File: config.mk
export PLATFORM = sky130hd
export DESIGN_NAME = thrdp_host_regs
export DESIGN_NICKNAME = d
export VERILOG_FILES = /design/src/shared/thrdp_pkg.sv /design/src/hw/thrdp_trig_shaper.sv /design/src/hw/thrdp_trig_lut.sv /design/src/hw/thrdp_host_regs.sv
export VERILOG_INCLUDE_DIRS = /design/src /design/src/shared
export SDC_FILE = /design/constraint.sdc
export NUM_CORES = 2
export LEC_CHECK = 0
export BUFFER_PORTS_ARGS = -buffer_cell sky130_fd_sc_hd__buf_2
export CORE_UTILIZATION = 45
export DETAILED_ROUTE_END_ITERATION = 6
export GPL_ROUTABILITY_DRIVEN = 0
export PLACE_DENSITY = 0.64
export SYNTH_ARGS = -nofsm -noshare
export SYNTH_HDL_FRONTEND = slang
export SYNTH_SLANG_ARGS = --single-unit
File: constraint.sdc
create_clock -name clk -period 2.5 [get_ports clk]
set_input_delay 0.25 -clock clk [delete_from_list [all_inputs] [get_ports clk]]
set_output_delay 0.25 -clock clk [all_outputs]
set_load 0.1 [all_outputs]
File: src/shared/thrdp_cfg.svh
// register offsets, field positions and reset values of the host register bank
`ifndef THRDP_CFG_SVH
`define THRDP_CFG_SVH
`define THRDP_OFF_BOARD_IDENTIFICATION    9'h000
`define THRDP_OFF_XCVR        9'h004
`define THRDP_OFF_IRQ_SET     9'h008
`define THRDP_OFF_TRG_DLY     9'h00C
`define THRDP_OFF_DMA_POS     9'h010
`define THRDP_OFF_BLK_SIZE    9'h014
`define THRDP_OFF_EVT_FMT     9'h018
`define THRDP_OFF_HOST_SET    9'h01C
`define THRDP_OFF_LUT_BASE    9'h1C0
`define THRDP_RST_CRATE_ID    8'h00
`define THRDP_RST_XCVR_BYP    1'h1
`define THRDP_RST_IRQ_ID      8'hC8
`define THRDP_RST_IRQ_LVL     3'h5
`define THRDP_RST_TRG_FIELD   8'h07
`define THRDP_RST_BLK_SIZE    8'h01
`define THRDP_RST_EVT_FMT     4'h3
`define THRDP_RUN_CODE        2'h2
`define THRDP_I2C_SEL         3'h5
`define THRDP_BIT_BLK_UPD     21
`define THRDP_BIT_BLK_DMA     22
`define THRDP_BIT_IRQ_EN      23
`define THRDP_BIT_ONE_BLK     24
`define THRDP_BIT_AUTO_RST    25
`define THRDP_BIT_DMA_EN      26
`define THRDP_EOF_LIMIT       9'h100
`define THRDP_BLOCK_WORDS     10'h3FF
`endif

File: src/shared/thrdp_pkg.sv
// types shared by the host register bank and its helpers
package thrdp_pkg;
    typedef struct packed {
        logic        wr;
        logic        rd;
        logic [1:0]  win;
        logic [19:0] addr;
        logic [31:0] wdata;
    } thrdp_req_t;

    typedef struct packed {
        logic        valid;
        logic [31:0] rdata;
    } thrdp_rsp_t;

    typedef struct packed {
        logic [7:0] crate_id;
        logic       xcvr_byp;
        logic [7:0] irq_id;
        logic [2:0] irq_lvl;
        logic       irq_en;
        logic [7:0] t1_dly;
        logic [7:0] t1_wid;
        logic [7:0] t2_dly;
        logic [7:0] t2_wid;
        logic [7:0] blk_wr;
        logic [3:0] evt_fmt;
        logic       blk_upd;
        logic       blk_dma;
        logic       cpu_irq;
        logic       auto_rst;
        logic       dma_en;
        logic [2:0] w1_sel;
    } thrdp_ctl_t;

    typedef enum logic [1:0] {
        THRDP_IDLE,
        THRDP_SEND
    } thrdp_dma_st_t;
endpackage

File: src/hw/thrdp_trig_shaper.sv
// delay and stretch one trigger pulse in 4 ns steps
`timescale 1ns/100ps
module thrdp_trig_shaper (
    input  wire logic       clk,
    input  wire logic       sys_rst,
    input  wire logic       trig_in,
    input  wire logic [7:0] delay_n,
    input  wire logic [7:0] width_n,
    output logic            trig_out
);
    typedef struct packed {
        logic       dly_run;
        logic [8:0] dly_cnt;
        logic [8:0] wid_cnt;
        logic       out;
    } thrdp_shp_t;

    thrdp_shp_t s_q;
    thrdp_shp_t s_d;

    // (n+1) clock cycles
    always_comb begin
        s_d = s_q;
        if (trig_in && !s_q.dly_run) begin
            s_d.dly_run = 1'b1;
            s_d.dly_cnt = {1'b0, delay_n};
        end else if (s_q.dly_run) begin
            if (s_q.dly_cnt == 9'h000) begin
                s_d.dly_run = 1'b0;
                s_d.wid_cnt = {1'b0, width_n} + 9'h001;
            end else begin
                s_d.dly_cnt = s_q.dly_cnt - 9'h001;
            end
        end
        if (s_q.wid_cnt != 9'h000 && !(s_q.dly_run && s_q.dly_cnt == 9'h000))
        begin
            s_d.wid_cnt = s_q.wid_cnt - 9'h001;
        end
        s_d.out = (s_d.wid_cnt != 9'h000);
    end

    always_ff @(posedge clk) begin
        if (sys_rst) begin
            s_q <= '0;
        end else begin
            s_q <= s_d;
        end
    end

    assign trig_out = s_q.out;
endmodule

File: src/hw/thrdp_trig_lut.sv
// six-input trigger type lookup table, written in 32-bit words
`timescale 1ns/100ps
module thrdp_trig_lut (
    input  wire logic        clk,
    input  wire logic        sys_rst,
    input  wire logic        wr_en,
    input  wire logic [3:0]  wr_idx,
    input  wire logic [31:0] wr_data,
    input  wire logic [3:0]  rd_idx,
    output logic      [31:0] rd_data,
    input  wire logic [5:0]  pattern,
    output logic      [7:0]  trig_type
);
    typedef struct packed {
        logic [15:0][31:0] words;
        logic [7:0]        type_out;
    } thrdp_lut_t;

    thrdp_lut_t s_q;
    thrdp_lut_t s_d;

    always_comb begin
        s_d = s_q;
        if (wr_en) begin
            s_d.words[wr_idx] = wr_data;
        end
        s_d.type_out = s_q.words[pattern[5:2]][pattern[1:0]*8 +: 8];
    end

    always_ff @(posedge clk) begin
        if (sys_rst) begin
            s_q <= '0;
        end else begin
            s_q <= s_d;
        end
    end

    assign rd_data   = s_q.words[rd_idx];
    assign trig_type = s_q.type_out;
endmodule

File: src/hw/thrdp_host_regs.sv
// host register bank, window decode and ring-buffer dma write engine
//
// Behaviour
// - 512-byte register window, whole words only
// - 4 kbyte second window, programming engine
// - 1 MB read-only event data window
// - ready block pushed by dma into ring
// - id bits 15-14 read 10 when running
// - id bits 31-20 carry board type
// - transceiver bypass bit resets to one
// - bits 31-16 give buffered word count
// - interrupt id, level, enable with defaults
// - trigger delay and width (n+1) ticks
// - dma position read back block fields
// - block size writable, level, master size
// - event format bits add data words
// - bit 23 allows interrupts to processor
// - bit 24 releases one block, ORed 22
// - bit 25 auto reset on stuck frame
// - bit 26 gates data to dma
// - bits 30:28 = 101 select i2c engine
// - six inputs through 64-entry type table
`timescale 1ns/100ps
`include "thrdp_cfg.svh"
module thrdp_host_regs #(
    parameter logic [11:0] BOARD_TYPE = 12'h5A5, // arbitrary value
    parameter logic [3:0]  PCB_REV    = 4'h1
) (
    input  wire logic                clk,
    input  wire logic                sys_rst,
    input  wire thrdp_pkg::thrdp_req_t host_req,
    output thrdp_pkg::thrdp_rsp_t    host_rsp,
    input  wire logic                sup_running,
    input  wire logic [7:0]          blk_level,
    input  wire logic [7:0]          blk_master,
    input  wire logic                evt_valid,
    input  wire logic [31:0]         evt_data,
    output logic                     evt_ready,
    input  wire logic                block_ready,
    input  wire logic                eof_stuck,
    input  wire logic [1:0]          ring_size,
    output logic                     dma_wr,
    output logic [31:0]              dma_addr,
    output logic [31:0]              dma_data,
    output logic                     link_reset,
    output logic                     irq_out,
    output logic                     w1_i2c_sel,
    output logic                     w1_wr,
    output logic                     w1_rd,
    output logic [9:0]               w1_idx,
    output logic [31:0]              w1_wdata,
    input  wire logic [31:0]         w1_rdata,
    output logic                     xcvr_bypass,
    output logic [3:0]               evt_format,
    input  wire logic                trig1_in,
    input  wire logic                trig2_in,
    output logic                     trig1_out,
    output logic                     trig2_out,
    input  wire logic [5:0]          fp_inputs,
    output logic [7:0]               trig_type
);
    typedef struct packed {
        thrdp_pkg::thrdp_ctl_t    ctl;
        thrdp_pkg::thrdp_rsp_t    rsp;
        thrdp_pkg::thrdp_dma_st_t st;
        logic                     grant;
        logic [9:0]               beat;
        logic [19:0]              pos;
        logic [15:0]              level;
        logic [8:0]               eof_cnt;
        logic                     link_rst;
        logic                     dma_wr;
        logic [31:0]              dma_addr;
        logic [31:0]              dma_data;
        logic                     irq;
        logic                     w1_wr;
        logic                     w1_rd;
        logic [9:0]               w1_idx;
        logic [31:0]              w1_wdata;
        logic                     w1_pend;
    } thrdp_state_t;

    thrdp_state_t s_q;
    thrdp_state_t s_d;

    logic        lut_wr;
    logic [31:0] lut_rdata;
    logic [1:0]  t_raw;
    logic [7:0]  t_type;
    logic        t1_q;
    logic        t2_q;
    logic        accept;

    // word-aligned byte offset inside the register window; low two address bits ignored
    function automatic logic [8:0] reg_off(input logic [19:0] a);
        reg_off = {a[8:2], 2'b00};
    endfunction

    function automatic logic is_lut(input logic [19:0] a);
        is_lut = (reg_off(a) >= `THRDP_OFF_LUT_BASE);
    endfunction

    assign lut_wr = host_req.wr && host_req.win == 2'd0
                    && is_lut(host_req.addr);
    assign accept = s_q.st == thrdp_pkg::THRDP_SEND && evt_valid
                    && s_q.ctl.dma_en;

    always_comb begin
        s_d = s_q;
        s_d.rsp = '0;
        s_d.dma_wr = 1'b0;
        s_d.w1_wr = 1'b0;
        s_d.w1_rd = 1'b0;
        s_d.link_rst = 1'b0;
        s_d.irq = 1'b0;
        s_d.ctl.blk_dma = 1'b0;
        if (s_q.w1_pend && host_req.rd == 1'b0) begin
            s_d.w1_pend = 1'b0;
            s_d.rsp.valid = 1'b1;
            s_d.rsp.rdata = w1_rdata;
        end
        if (host_req.wr && host_req.win == 2'd0) begin
            case (reg_off(host_req.addr))
                `THRDP_OFF_BOARD_IDENTIFICATION: begin
                    s_d.ctl.crate_id = host_req.wdata[7:0];
                end
                `THRDP_OFF_XCVR: begin
                    s_d.ctl.xcvr_byp = host_req.wdata[0];
                end
                `THRDP_OFF_IRQ_SET: begin
                    s_d.ctl.irq_id  = host_req.wdata[7:0];
                    s_d.ctl.irq_lvl = host_req.wdata[10:8];
                    s_d.ctl.irq_en  = host_req.wdata[16];
                end
                `THRDP_OFF_TRG_DLY: begin
                    s_d.ctl.t1_dly = host_req.wdata[7:0];
                    s_d.ctl.t1_wid = host_req.wdata[15:8];
                    s_d.ctl.t2_dly = host_req.wdata[23:16];
                    s_d.ctl.t2_wid = host_req.wdata[31:24];
                end
                `THRDP_OFF_BLK_SIZE: begin
                    s_d.ctl.blk_wr = host_req.wdata[7:0];
                end
                `THRDP_OFF_EVT_FMT: begin
                    s_d.ctl.evt_fmt = host_req.wdata[3:0];
                end
                `THRDP_OFF_HOST_SET: begin
                    s_d.ctl.blk_upd  = host_req.wdata[`THRDP_BIT_BLK_UPD];
                    s_d.ctl.blk_dma  = host_req.wdata[`THRDP_BIT_BLK_DMA]
                                     | host_req.wdata[`THRDP_BIT_ONE_BLK];
                    s_d.ctl.cpu_irq  = host_req.wdata[`THRDP_BIT_IRQ_EN];
                    s_d.ctl.auto_rst = host_req.wdata[`THRDP_BIT_AUTO_RST];
                    s_d.ctl.dma_en   = host_req.wdata[`THRDP_BIT_DMA_EN];
                    s_d.ctl.w1_sel   = host_req.wdata[30:28];
                end
                default: begin
                end
            endcase
        end
        if (host_req.rd && host_req.win == 2'd0) begin
            s_d.rsp.valid = 1'b1;
            case (reg_off(host_req.addr))
                `THRDP_OFF_BOARD_IDENTIFICATION: begin
                    s_d.rsp.rdata = {BOARD_TYPE, PCB_REV,
                        sup_running ? `THRDP_RUN_CODE : 2'h0,
                        6'h00, s_q.ctl.crate_id};
                end
                `THRDP_OFF_XCVR: begin
                    s_d.rsp.rdata = {s_q.level, 15'h0000,
                                     s_q.ctl.xcvr_byp};
                end
                `THRDP_OFF_IRQ_SET: begin
                    s_d.rsp.rdata = {15'h0000, s_q.ctl.irq_en, 5'h00,
                                     s_q.ctl.irq_lvl, s_q.ctl.irq_id};
                end
                `THRDP_OFF_TRG_DLY: begin
                    s_d.rsp.rdata = {s_q.ctl.t2_wid, s_q.ctl.t2_dly,
                                     s_q.ctl.t1_wid, s_q.ctl.t1_dly};
                end
                `THRDP_OFF_DMA_POS: begin
                    s_d.rsp.rdata = {12'h000, s_q.pos[19:7],
                                     7'h00};
                end
                `THRDP_OFF_BLK_SIZE: begin
                    s_d.rsp.rdata = {blk_master, blk_level, 8'h00,
                                     s_q.ctl.blk_wr};
                end
                `THRDP_OFF_EVT_FMT: begin
                    s_d.rsp.rdata = {28'h0000000, s_q.ctl.evt_fmt};
                end
                `THRDP_OFF_HOST_SET: begin
                    s_d.rsp.rdata = {1'b0, s_q.ctl.w1_sel, 1'b0,
                        s_q.ctl.dma_en, s_q.ctl.auto_rst, 1'b0,
                        s_q.ctl.cpu_irq, 1'b0, s_q.ctl.blk_upd,
                        21'h000000};
                end
                default: begin
                    s_d.rsp.rdata = is_lut(host_req.addr) ? lut_rdata
                                                          : 32'h00000000;
                end
            endcase
        end
        // second window forwarded to the programming engine
        if (host_req.win == 2'd1) begin
            s_d.w1_wr    = host_req.wr;
            s_d.w1_rd    = host_req.rd;
            s_d.w1_idx   = host_req.addr[11:2];
            s_d.w1_wdata = host_req.wdata;
            s_d.w1_pend  = host_req.rd;
        end
        // third window: reads give the head event word, writes dropped
        if (host_req.rd && host_req.win == 2'd2) begin
            s_d.rsp.valid = 1'b1;
            s_d.rsp.rdata = evt_valid ? evt_data : 32'h00000000;
        end
        if (host_req.rd && host_req.win == 2'd3) begin
            s_d.rsp.valid = 1'b1;
            s_d.rsp.rdata = 32'h00000000;
        end
        case (s_q.st)
            thrdp_pkg::THRDP_IDLE: begin
                if ((block_ready || s_q.ctl.blk_dma) && s_q.ctl.dma_en) begin
                    s_d.st = thrdp_pkg::THRDP_SEND;
                    s_d.beat = 10'h000;
                    s_d.level = 16'h0200;
                end
            end
            thrdp_pkg::THRDP_SEND: begin
                if (!s_q.ctl.dma_en) begin
                    s_d.st = thrdp_pkg::THRDP_IDLE;
                end else if (evt_valid) begin
                    s_d.dma_wr   = 1'b1;
                    s_d.dma_addr = {12'h000, s_q.pos};
                    s_d.dma_data = evt_data;
                    s_d.beat     = s_q.beat + 10'h001;
                    if (s_q.beat[0]) s_d.level = s_q.level - 16'h0001;
                    // wrap at the allocated ring size
                    case (ring_size)
                        2'd1: s_d.pos = {1'b0, s_q.pos[18:0] + 19'h00004};
                        2'd2: s_d.pos = s_q.pos + 20'h00004;
                        default: s_d.pos = {2'b00,
                                     s_q.pos[17:0] + 18'h00004};
                    endcase
                    if (s_q.beat == `THRDP_BLOCK_WORDS) begin
                        s_d.st  = thrdp_pkg::THRDP_IDLE;
                        s_d.irq = s_q.ctl.cpu_irq && s_q.ctl.irq_en;
                    end
                end
            end
            default: begin
                s_d.st = thrdp_pkg::THRDP_IDLE;
            end
        endcase
        // stuck end-of-frame watchdog
        if (eof_stuck && s_q.ctl.auto_rst) begin
            if (s_q.eof_cnt == `THRDP_EOF_LIMIT) begin
                s_d.link_rst = 1'b1;
                s_d.eof_cnt  = 9'h000;
            end else begin
                s_d.eof_cnt = s_q.eof_cnt + 9'h001;
            end
        end else begin
            s_d.eof_cnt = 9'h000;
        end
    end

    always_ff @(posedge clk) begin
        if (sys_rst) begin
            s_q <= '0;
            s_q.ctl.crate_id <= `THRDP_RST_CRATE_ID;
            s_q.ctl.xcvr_byp <= `THRDP_RST_XCVR_BYP;
            s_q.ctl.irq_id   <= `THRDP_RST_IRQ_ID;
            s_q.ctl.irq_lvl  <= `THRDP_RST_IRQ_LVL;
            s_q.ctl.t1_dly   <= `THRDP_RST_TRG_FIELD;
            s_q.ctl.t1_wid   <= `THRDP_RST_TRG_FIELD;
            s_q.ctl.t2_dly   <= `THRDP_RST_TRG_FIELD;
            s_q.ctl.t2_wid   <= `THRDP_RST_TRG_FIELD;
            s_q.ctl.blk_wr   <= `THRDP_RST_BLK_SIZE;
            s_q.ctl.evt_fmt  <= `THRDP_RST_EVT_FMT;
            s_q.st           <= thrdp_pkg::THRDP_IDLE;
        end else begin
            s_q <= s_d;
        end
    end

    thrdp_trig_lut u_lut (
        .clk       (clk),
        .sys_rst   (sys_rst),
        .wr_en     (lut_wr),
        .wr_idx    (host_req.addr[5:2]),
        .wr_data   (host_req.wdata),
        .rd_idx    (host_req.addr[5:2]),
        .rd_data   (lut_rdata),
        .pattern   (fp_inputs),
        .trig_type (t_type)
    );

    genvar g;
    generate
        for (g = 0; g < 2; g++) begin : g_shp
            thrdp_trig_shaper u_shp (
                .clk      (clk),
                .sys_rst  (sys_rst),
                .trig_in  (g == 0 ? trig1_in : trig2_in),
                .delay_n  (g == 0 ? s_q.ctl.t1_dly : s_q.ctl.t2_dly),
                .width_n  (g == 0 ? s_q.ctl.t1_wid : s_q.ctl.t2_wid),
                .trig_out (t_raw[g])
            );
        end
    endgenerate

    always_ff @(posedge clk) begin
        if (sys_rst) begin
            t1_q <= 1'b0;
            t2_q <= 1'b0;
        end else begin
            t1_q <= t_raw[0];
            t2_q <= t_raw[1];
        end
    end

    assign host_rsp    = s_q.rsp;
    assign evt_ready   = accept;
    assign dma_wr      = s_q.dma_wr;
    assign dma_addr    = s_q.dma_addr;
    assign dma_data    = s_q.dma_data;
    assign link_reset  = s_q.link_rst;
    assign irq_out     = s_q.irq;
    assign w1_i2c_sel  = (s_q.ctl.w1_sel == `THRDP_I2C_SEL);
    assign w1_wr       = s_q.w1_wr;
    assign w1_rd       = s_q.w1_rd;
    assign w1_idx      = s_q.w1_idx;
    assign w1_wdata    = s_q.w1_wdata;
    assign xcvr_bypass = s_q.ctl.xcvr_byp;
    assign evt_format  = s_q.ctl.evt_fmt;
    assign trig1_out   = t1_q;
    assign trig2_out   = t2_q;
    assign trig_type   = t_type;
endmodule

## Word-level counts from Yosys, hierarchy flattened

Cells that the tools add are included.

| cells by class | value |
|---|---|
| $add $sub $neg | 12 |
| magnitude comparators | 4 |
| eq/ne operators | 24 |
| shift-type cells | 1 |
| mux-type cells | 47 |
| bitwise gates (word level) | 12 |
| reduce and logical (&&, ||, !) cells | 60 |

Operator list:

| kind | count |
|---|---|
| bitwise mux 512 bit | 1 |
| binary-select mux 32 bit (select 4 bit) | 2 |
| case mux 32 bit (8 select lines) | 1 |
| 2-to-1 mux 32 bit | 5 |
| 2-to-1 mux 33 bit | 4 |
| demux 32 bit (select 4 bit) | 1 |
| 2-to-1 mux 46 bit | 2 |
| 2-to-1 mux 9 bit | 8 |
| 2-to-1 mux 66 bit | 1 |
| case mux 20 bit (2 select lines) | 1 |
| 2-to-1 mux 19 bit | 2 |
| nonzero test 9 bit | 4 |
| subtractor 9 x 1 -> 9 bit, second input constant | 4 |
| 2-to-1 mux 16 bit | 2 |
| case mux 16 bit (2 select lines) | 1 |
| variable part select 32 x 6 -> 8 bit | 1 |
| 2-to-1 mux 10 bit | 3 |
| == test 7 x 3 -> 1 bit, second input constant | 4 |
| AND reduction 2 bit | 11 |
| adder 20 x 3 -> 20 bit, second input constant | 1 |
| case mux 10 bit (2 select lines) | 1 |
| adder 19 x 3 -> 19 bit, second input constant | 1 |
| adder 18 x 3 -> 18 bit, second input constant | 1 |
| adder 8 x 1 -> 9 bit, second input constant | 2 |
| other kinds (35) | 96 |

| storage, ports and cells | value |
|---|---|
| bits in registers | 825 |
| output and inout port bits | 161 |

## Depth between registers and ports, before layout

| depth | value |
|---|---|
| depth in word-level cells | 7 |
| mapped depth | 10 |
| gate-level depth less buffers | 8 |

## Cells and area by module

From an unflattened synthesis, not the netlist that was laid out.

| unflattened totals | value |
|---|---|
| cells, all modules | 4663 |
| area total of the unflattened synthesis | 40822.9 sq um |

By module, submodules not included:

| module | times used | cells each | area an instance (sq um) | seq. area each (sq um) |
|---|---|---|---|---|
| thrdp_trig_lut | 1 | 2851 | 25916.1 | 10410.0 |
| thrdp_host_regs | 1 | 1472 | 12294.3 | 5205.0 |
| thrdp_trig_shaper | 2 | 170 | 1306.3 | 400.4 |

## Worst setup path before layout

OpenSTA, ideal clock, no wires.

| timing | value |
|---|---|
| path kind | register to register |
| start | reg s_q[206] (netlist name) |
| end | reg s_q[155] (netlist name) |
| setup time | 0.191 ns |
| data arrival time | 2.098 ns |
| required time | 2.309 ns |
| path slack | 0.212 ns |
| cell stages (with the launch flop) | 7 |
| buffers on the path | 3 |
| period minus slack after synthesis | 2.288 ns |
| cell sequence | dfxtp_1 > buf_2 > nand3_1 > inv_1 > buf_2 > buf_1 > a211oi_1 |

| between the ends | value |
|---|---|
| word-level cells in the longest chain between the ends | 1 |

RTL lines:

| element | RTL line | source |
|---|---|---|
| start: declaration | thrdp_host_regs.sv:83 | `thrdp_state_t s_q;` |
| AND reduction 3 bit (no line) | -- |  |

No other way between the ends.
A chain may end at the register's enable or synchronous reset.

## Worst setup path in the final report

| timing | value |
|---|---|
| start | in host_req[38] (netlist name) |
| end | reg s_q, in the netlist host_rsp[9] |

| between the ends | value |
|---|---|
| word-level cells in the longest chain between the ends | 5 |
| elaborated cells on any way between the ends | 13 |
| those cells by class | 1 x order compare; 7 x eq/ne; 4 x mux; 1 x reduce/logical |

RTL lines:

| element | RTL line | source |
|---|---|---|
| start: declaration | thrdp_host_regs.sv:31 | `input wire thrdp_pkg::thrdp_req_t host_req,` |
| greater-or-equal comparator 9 bit (no line) | -- |  |
| 2-to-1 mux 32 bit | thrdp_host_regs.sv:198 | `s_d.rsp.rdata = is_lut(host_req.addr) ? lut_rdata` |
| case mux 32 bit (8 select lines) * | thrdp_host_regs.sv:162 | `case (reg_off(host_req.addr))` |
| 2-to-1 mux 33 bit * | thrdp_host_regs.sv:160 | `if (host_req.rd && host_req.win == 2'd0) begin` |
| 2-to-1 mux 33 bit * | thrdp_host_regs.sv:212 | `if (host_req.rd && host_req.win == 2'd2) begin` |

Mark *: on every way between the ends. The rest lies on a longest branch, timed or not.

==> impl_metrics.toml <==
[status]
outcome = "finished with violations"
violations = "DRC"

[synthesis]
synth.yosys.seq_area_share_pct = 41.0
ys_types = 72
syn_avg_cell_area_um2 = 8.67
synth_edf_count = 0
yosysTopAreaCellShare_pct = 41.0
synthCells = 4622
ys_ff_latch = 820
ys_async_sr_fraction_pct = 0
synth_flop_cell = "dfxtp_1"
yosysMostFrequentCell = "nand2_1"
ys_warn_count = 0
syn_area_mm2 = 0.0401
synthTopCellsByCount = "nand2_1, dfxtp_1, a21oi_1, mux4_2, clkbuf_1"
yosysTopAreaCell = "dfxtp_1"
synth_area_leaders = "dfxtp_1, mux4_2, nand2_1"

[floorplanning]
die_area_mm2 = 0.0902
initial_core_util_pct = 45.4
die_x_um = 300
core.rowCount = 109
coreArea_mm2 = 0.0882
dieHeight_um = 300
num_io_pins = 313

[cts]
clock-sinks = 820
clkLatencyLatePin_ns = 0.67
clk_pin_slew_worst_paths_ns = 0.06
clockRootBuffer = "clkbuf_16"
post-cts-setup-buffers = 0
htreeDepth = 3
cts_buffer_depth = 3
numCtsBuffers = 90
cts_tree = "done"

[hold_path]
hp-class = "in2reg"

[global_route]
antenna_found_initial = 6
grt_pass1_vias = 33700
grt_max_degree = 209
grt_overflow_total = 0
grt_pass1_wl_um = 217000
gr-usage-all-layers_pct = 32.2

[detailed_routing]
ant_nets = 0
wire_per_inst_um = 24.9
drt-pass1-iter-count = 7
wl_um = 149000
via_per_inst = 6.05
drcViolationCount = 3
drtIter0Drc = 4898
via_count = 36100

[cells_and_area]
layout.cells.non_filler = 5963
n_fill_cell = 8044
area.sequential_mm2 = 0.0164
final_nets = 4892
syn_to_final_growth_pct = 15.5
multiInputGateArea_mm2 = 0.0209
final_util_pct = 52.4
drive_gt1_share_pct = 20.6

[setup_path]
rrSetupSlack_ns = 0.17
worst_setup_path_endpoint = "host_rsp[9]"
worst_ep_arrival_time_ns = 3.04
r2r-end = "g_shp[0].u_shp.trig_out"
slowest_stage = "dlygate4sd3_1"
crit_path_frequent_cell = "or3_1"
crit_start = "host_req[38]"
crit_chain = "dlygate4sd3_1 > buf_2 > or3_1 > or3_1 > nor2_1 > a222oi_1 > o22ai_1 > buf_4 > a21o_1"
cp.required_ns = 3.08
max_stage_delay_ns = 0.54
r2r_cells = 8
critPathLaunchType = "input port"
cp_max_fo = 5
cp-end-kind = "flip-flop"
worstReg2RegStart = "g_shp[0].u_shp.s_q[1]"
crit_type = "in2reg"

[pwr]
p_per_area_mw_per_mm2 = 661
power_uw = 30600
power.leakage_uw = 0.0163
ir_worst_vdd_mv = 0.685

[placement]
place_hpwl_um = 95300
place_ws_ns = 0.0563
port_buffers = 288
dp.cells = 5733

[sta]
slew_headroom_pct = 18.8
setup_viol = 0
rsz0062_at_grt = "false"
period_share_pct = 98.2
fmax_mhz = 407
worst_pin_slew_ns = 1.22
hold_viol_final = 0
fin_setup_tns_ns = 0
fin_ws_ns = 0.0446
slew_violations = 0
finClkSkew_ns = 0.0328
period_needed_ns = 2.46

[run]
drv_cap = 0
-- worst min-delay path by stage --
stage	from	endpoint	slack (ns)	cells past startpoint
after CTS	host_req[23]	w1_wdata[23]	0.003	3
after global placement	g_shp[0].u_shp.trig_out	trig1_out	0.42	1
after detailed placement	g_shp[0].u_shp.trig_out	trig1_out	0.43	1
final	blk_master[0]	host_rsp[24]	0.03	3
after global routing	w1_rdata[28]	host_rsp[28]	0.04	4
after floorplan	eof_stuck	link_reset	0.38	2
-- what timing repair did --
action                                  4_1_cts  5_1_grt
endpoints found under the hold margin        67        0
endpoints found under the setup margin        0        3
resized for setup                             0        2
hold buffers                                 67        0
-- power breakdown --
part / internal (uW) / total (uW) / switching (uW)
registers: 13300 / 13500 / 196
clock network: 7670 / 13500 / 5820
logic: 1220 / 3600 / 2380
-- state kept, by name, indices dropped and copies added (netlist names), 2 cells and up --
name and count:
dma_data 32, host_rsp 33, dma_addr 18, w1_idx 10, g_shp.u_shp.trig_out 2, s_q 123, u_lut.s_q 512, u_lut.trig_type 8
g_shp.u_shp.s_q 38, evt_format 4, w1_wdata 32
-- cells in the final DEF (no fill, tap or decap), types with 22 or more instances in the layout --
cell type      instances
nand2_1             1440
dfxtp_1              820
a21oi_1              728
mux4_2               299
buf_2                281
buf_4                153
nor2_1               150
clkbuf_16             90
nand3_1               81
dlygate4sd3_1         67
buf_12                55
mux2i_1               54
a22oi_1               50
xor2_1                32
o21ai_0               31
nor3_1                30
inv_1                 27
o211ai_1              26
xnor2_1               22
clkinv_2              22
-- through the flow --
step	hold slack, ns	area, um^2
floorplan	0.375	40100
global placement	0.421	42600
detailed placement	0.428	42600
CTS	0.00272	46200
global route	0.0385	46200
finish	0.0256	46200
-- logic make-up (layout without fill, tap and decap cells) --
logic type                 after synthesis  count (layout)  synth area share (%)
AOI/OAI and AO/OA                      936             936                  13.0
xor gates and xnor gates                54              54                  1.18
adders and majority gates               13              13                 0.406
buffers and inverters                  589             751                  7.36
DFF                                    820             820                  41.0
muxes                                  359             359                  18.3
other                                    1              15               0.00936
and+or+nand+nor                       1850            1850                  18.7
-- metal layers --
layer | track usage (%) | part of all wire, % | wire length (um) | vias to the layer above
met4 | 19.0 | 6.5 | 9670 | 12
met1 | 41.9 | 38 | 56100 | 17400
met5 | 0.370 | 0.067 | 100 | -
met2 | 49.5 | 45 | 66600 | 2156
li1 | - | - | - | 16100
met3 | 6.84 | 11 | 16300 | 486
-- area by class of cell --
| cell class | count | area share, % |
|---|---|---|
| clock inverter | 37 | 0.877 |
| inverter | 28 | 0.227 |
| antenna | 1 | 0.00541 |
| multi-input combinational | 3226 | 45.2 |
| sequential | 820 | 35.5 |
| tap | 1165 | 3.15 |
| clock buffer | 125 | 5.50 |
| timing repair buffer | 561 | 9.50 |
-- worst max-delay path: cells and delay by family --
kind / cells / cell delay, ns
buffers and inverters: 3 / 0.86
AND/OR/NAND/NOR: 3 / 1.37
AO/OA/AOI/OAI: 3 / 0.55
No activity file was read; power rests on OpenSTA's default activity.
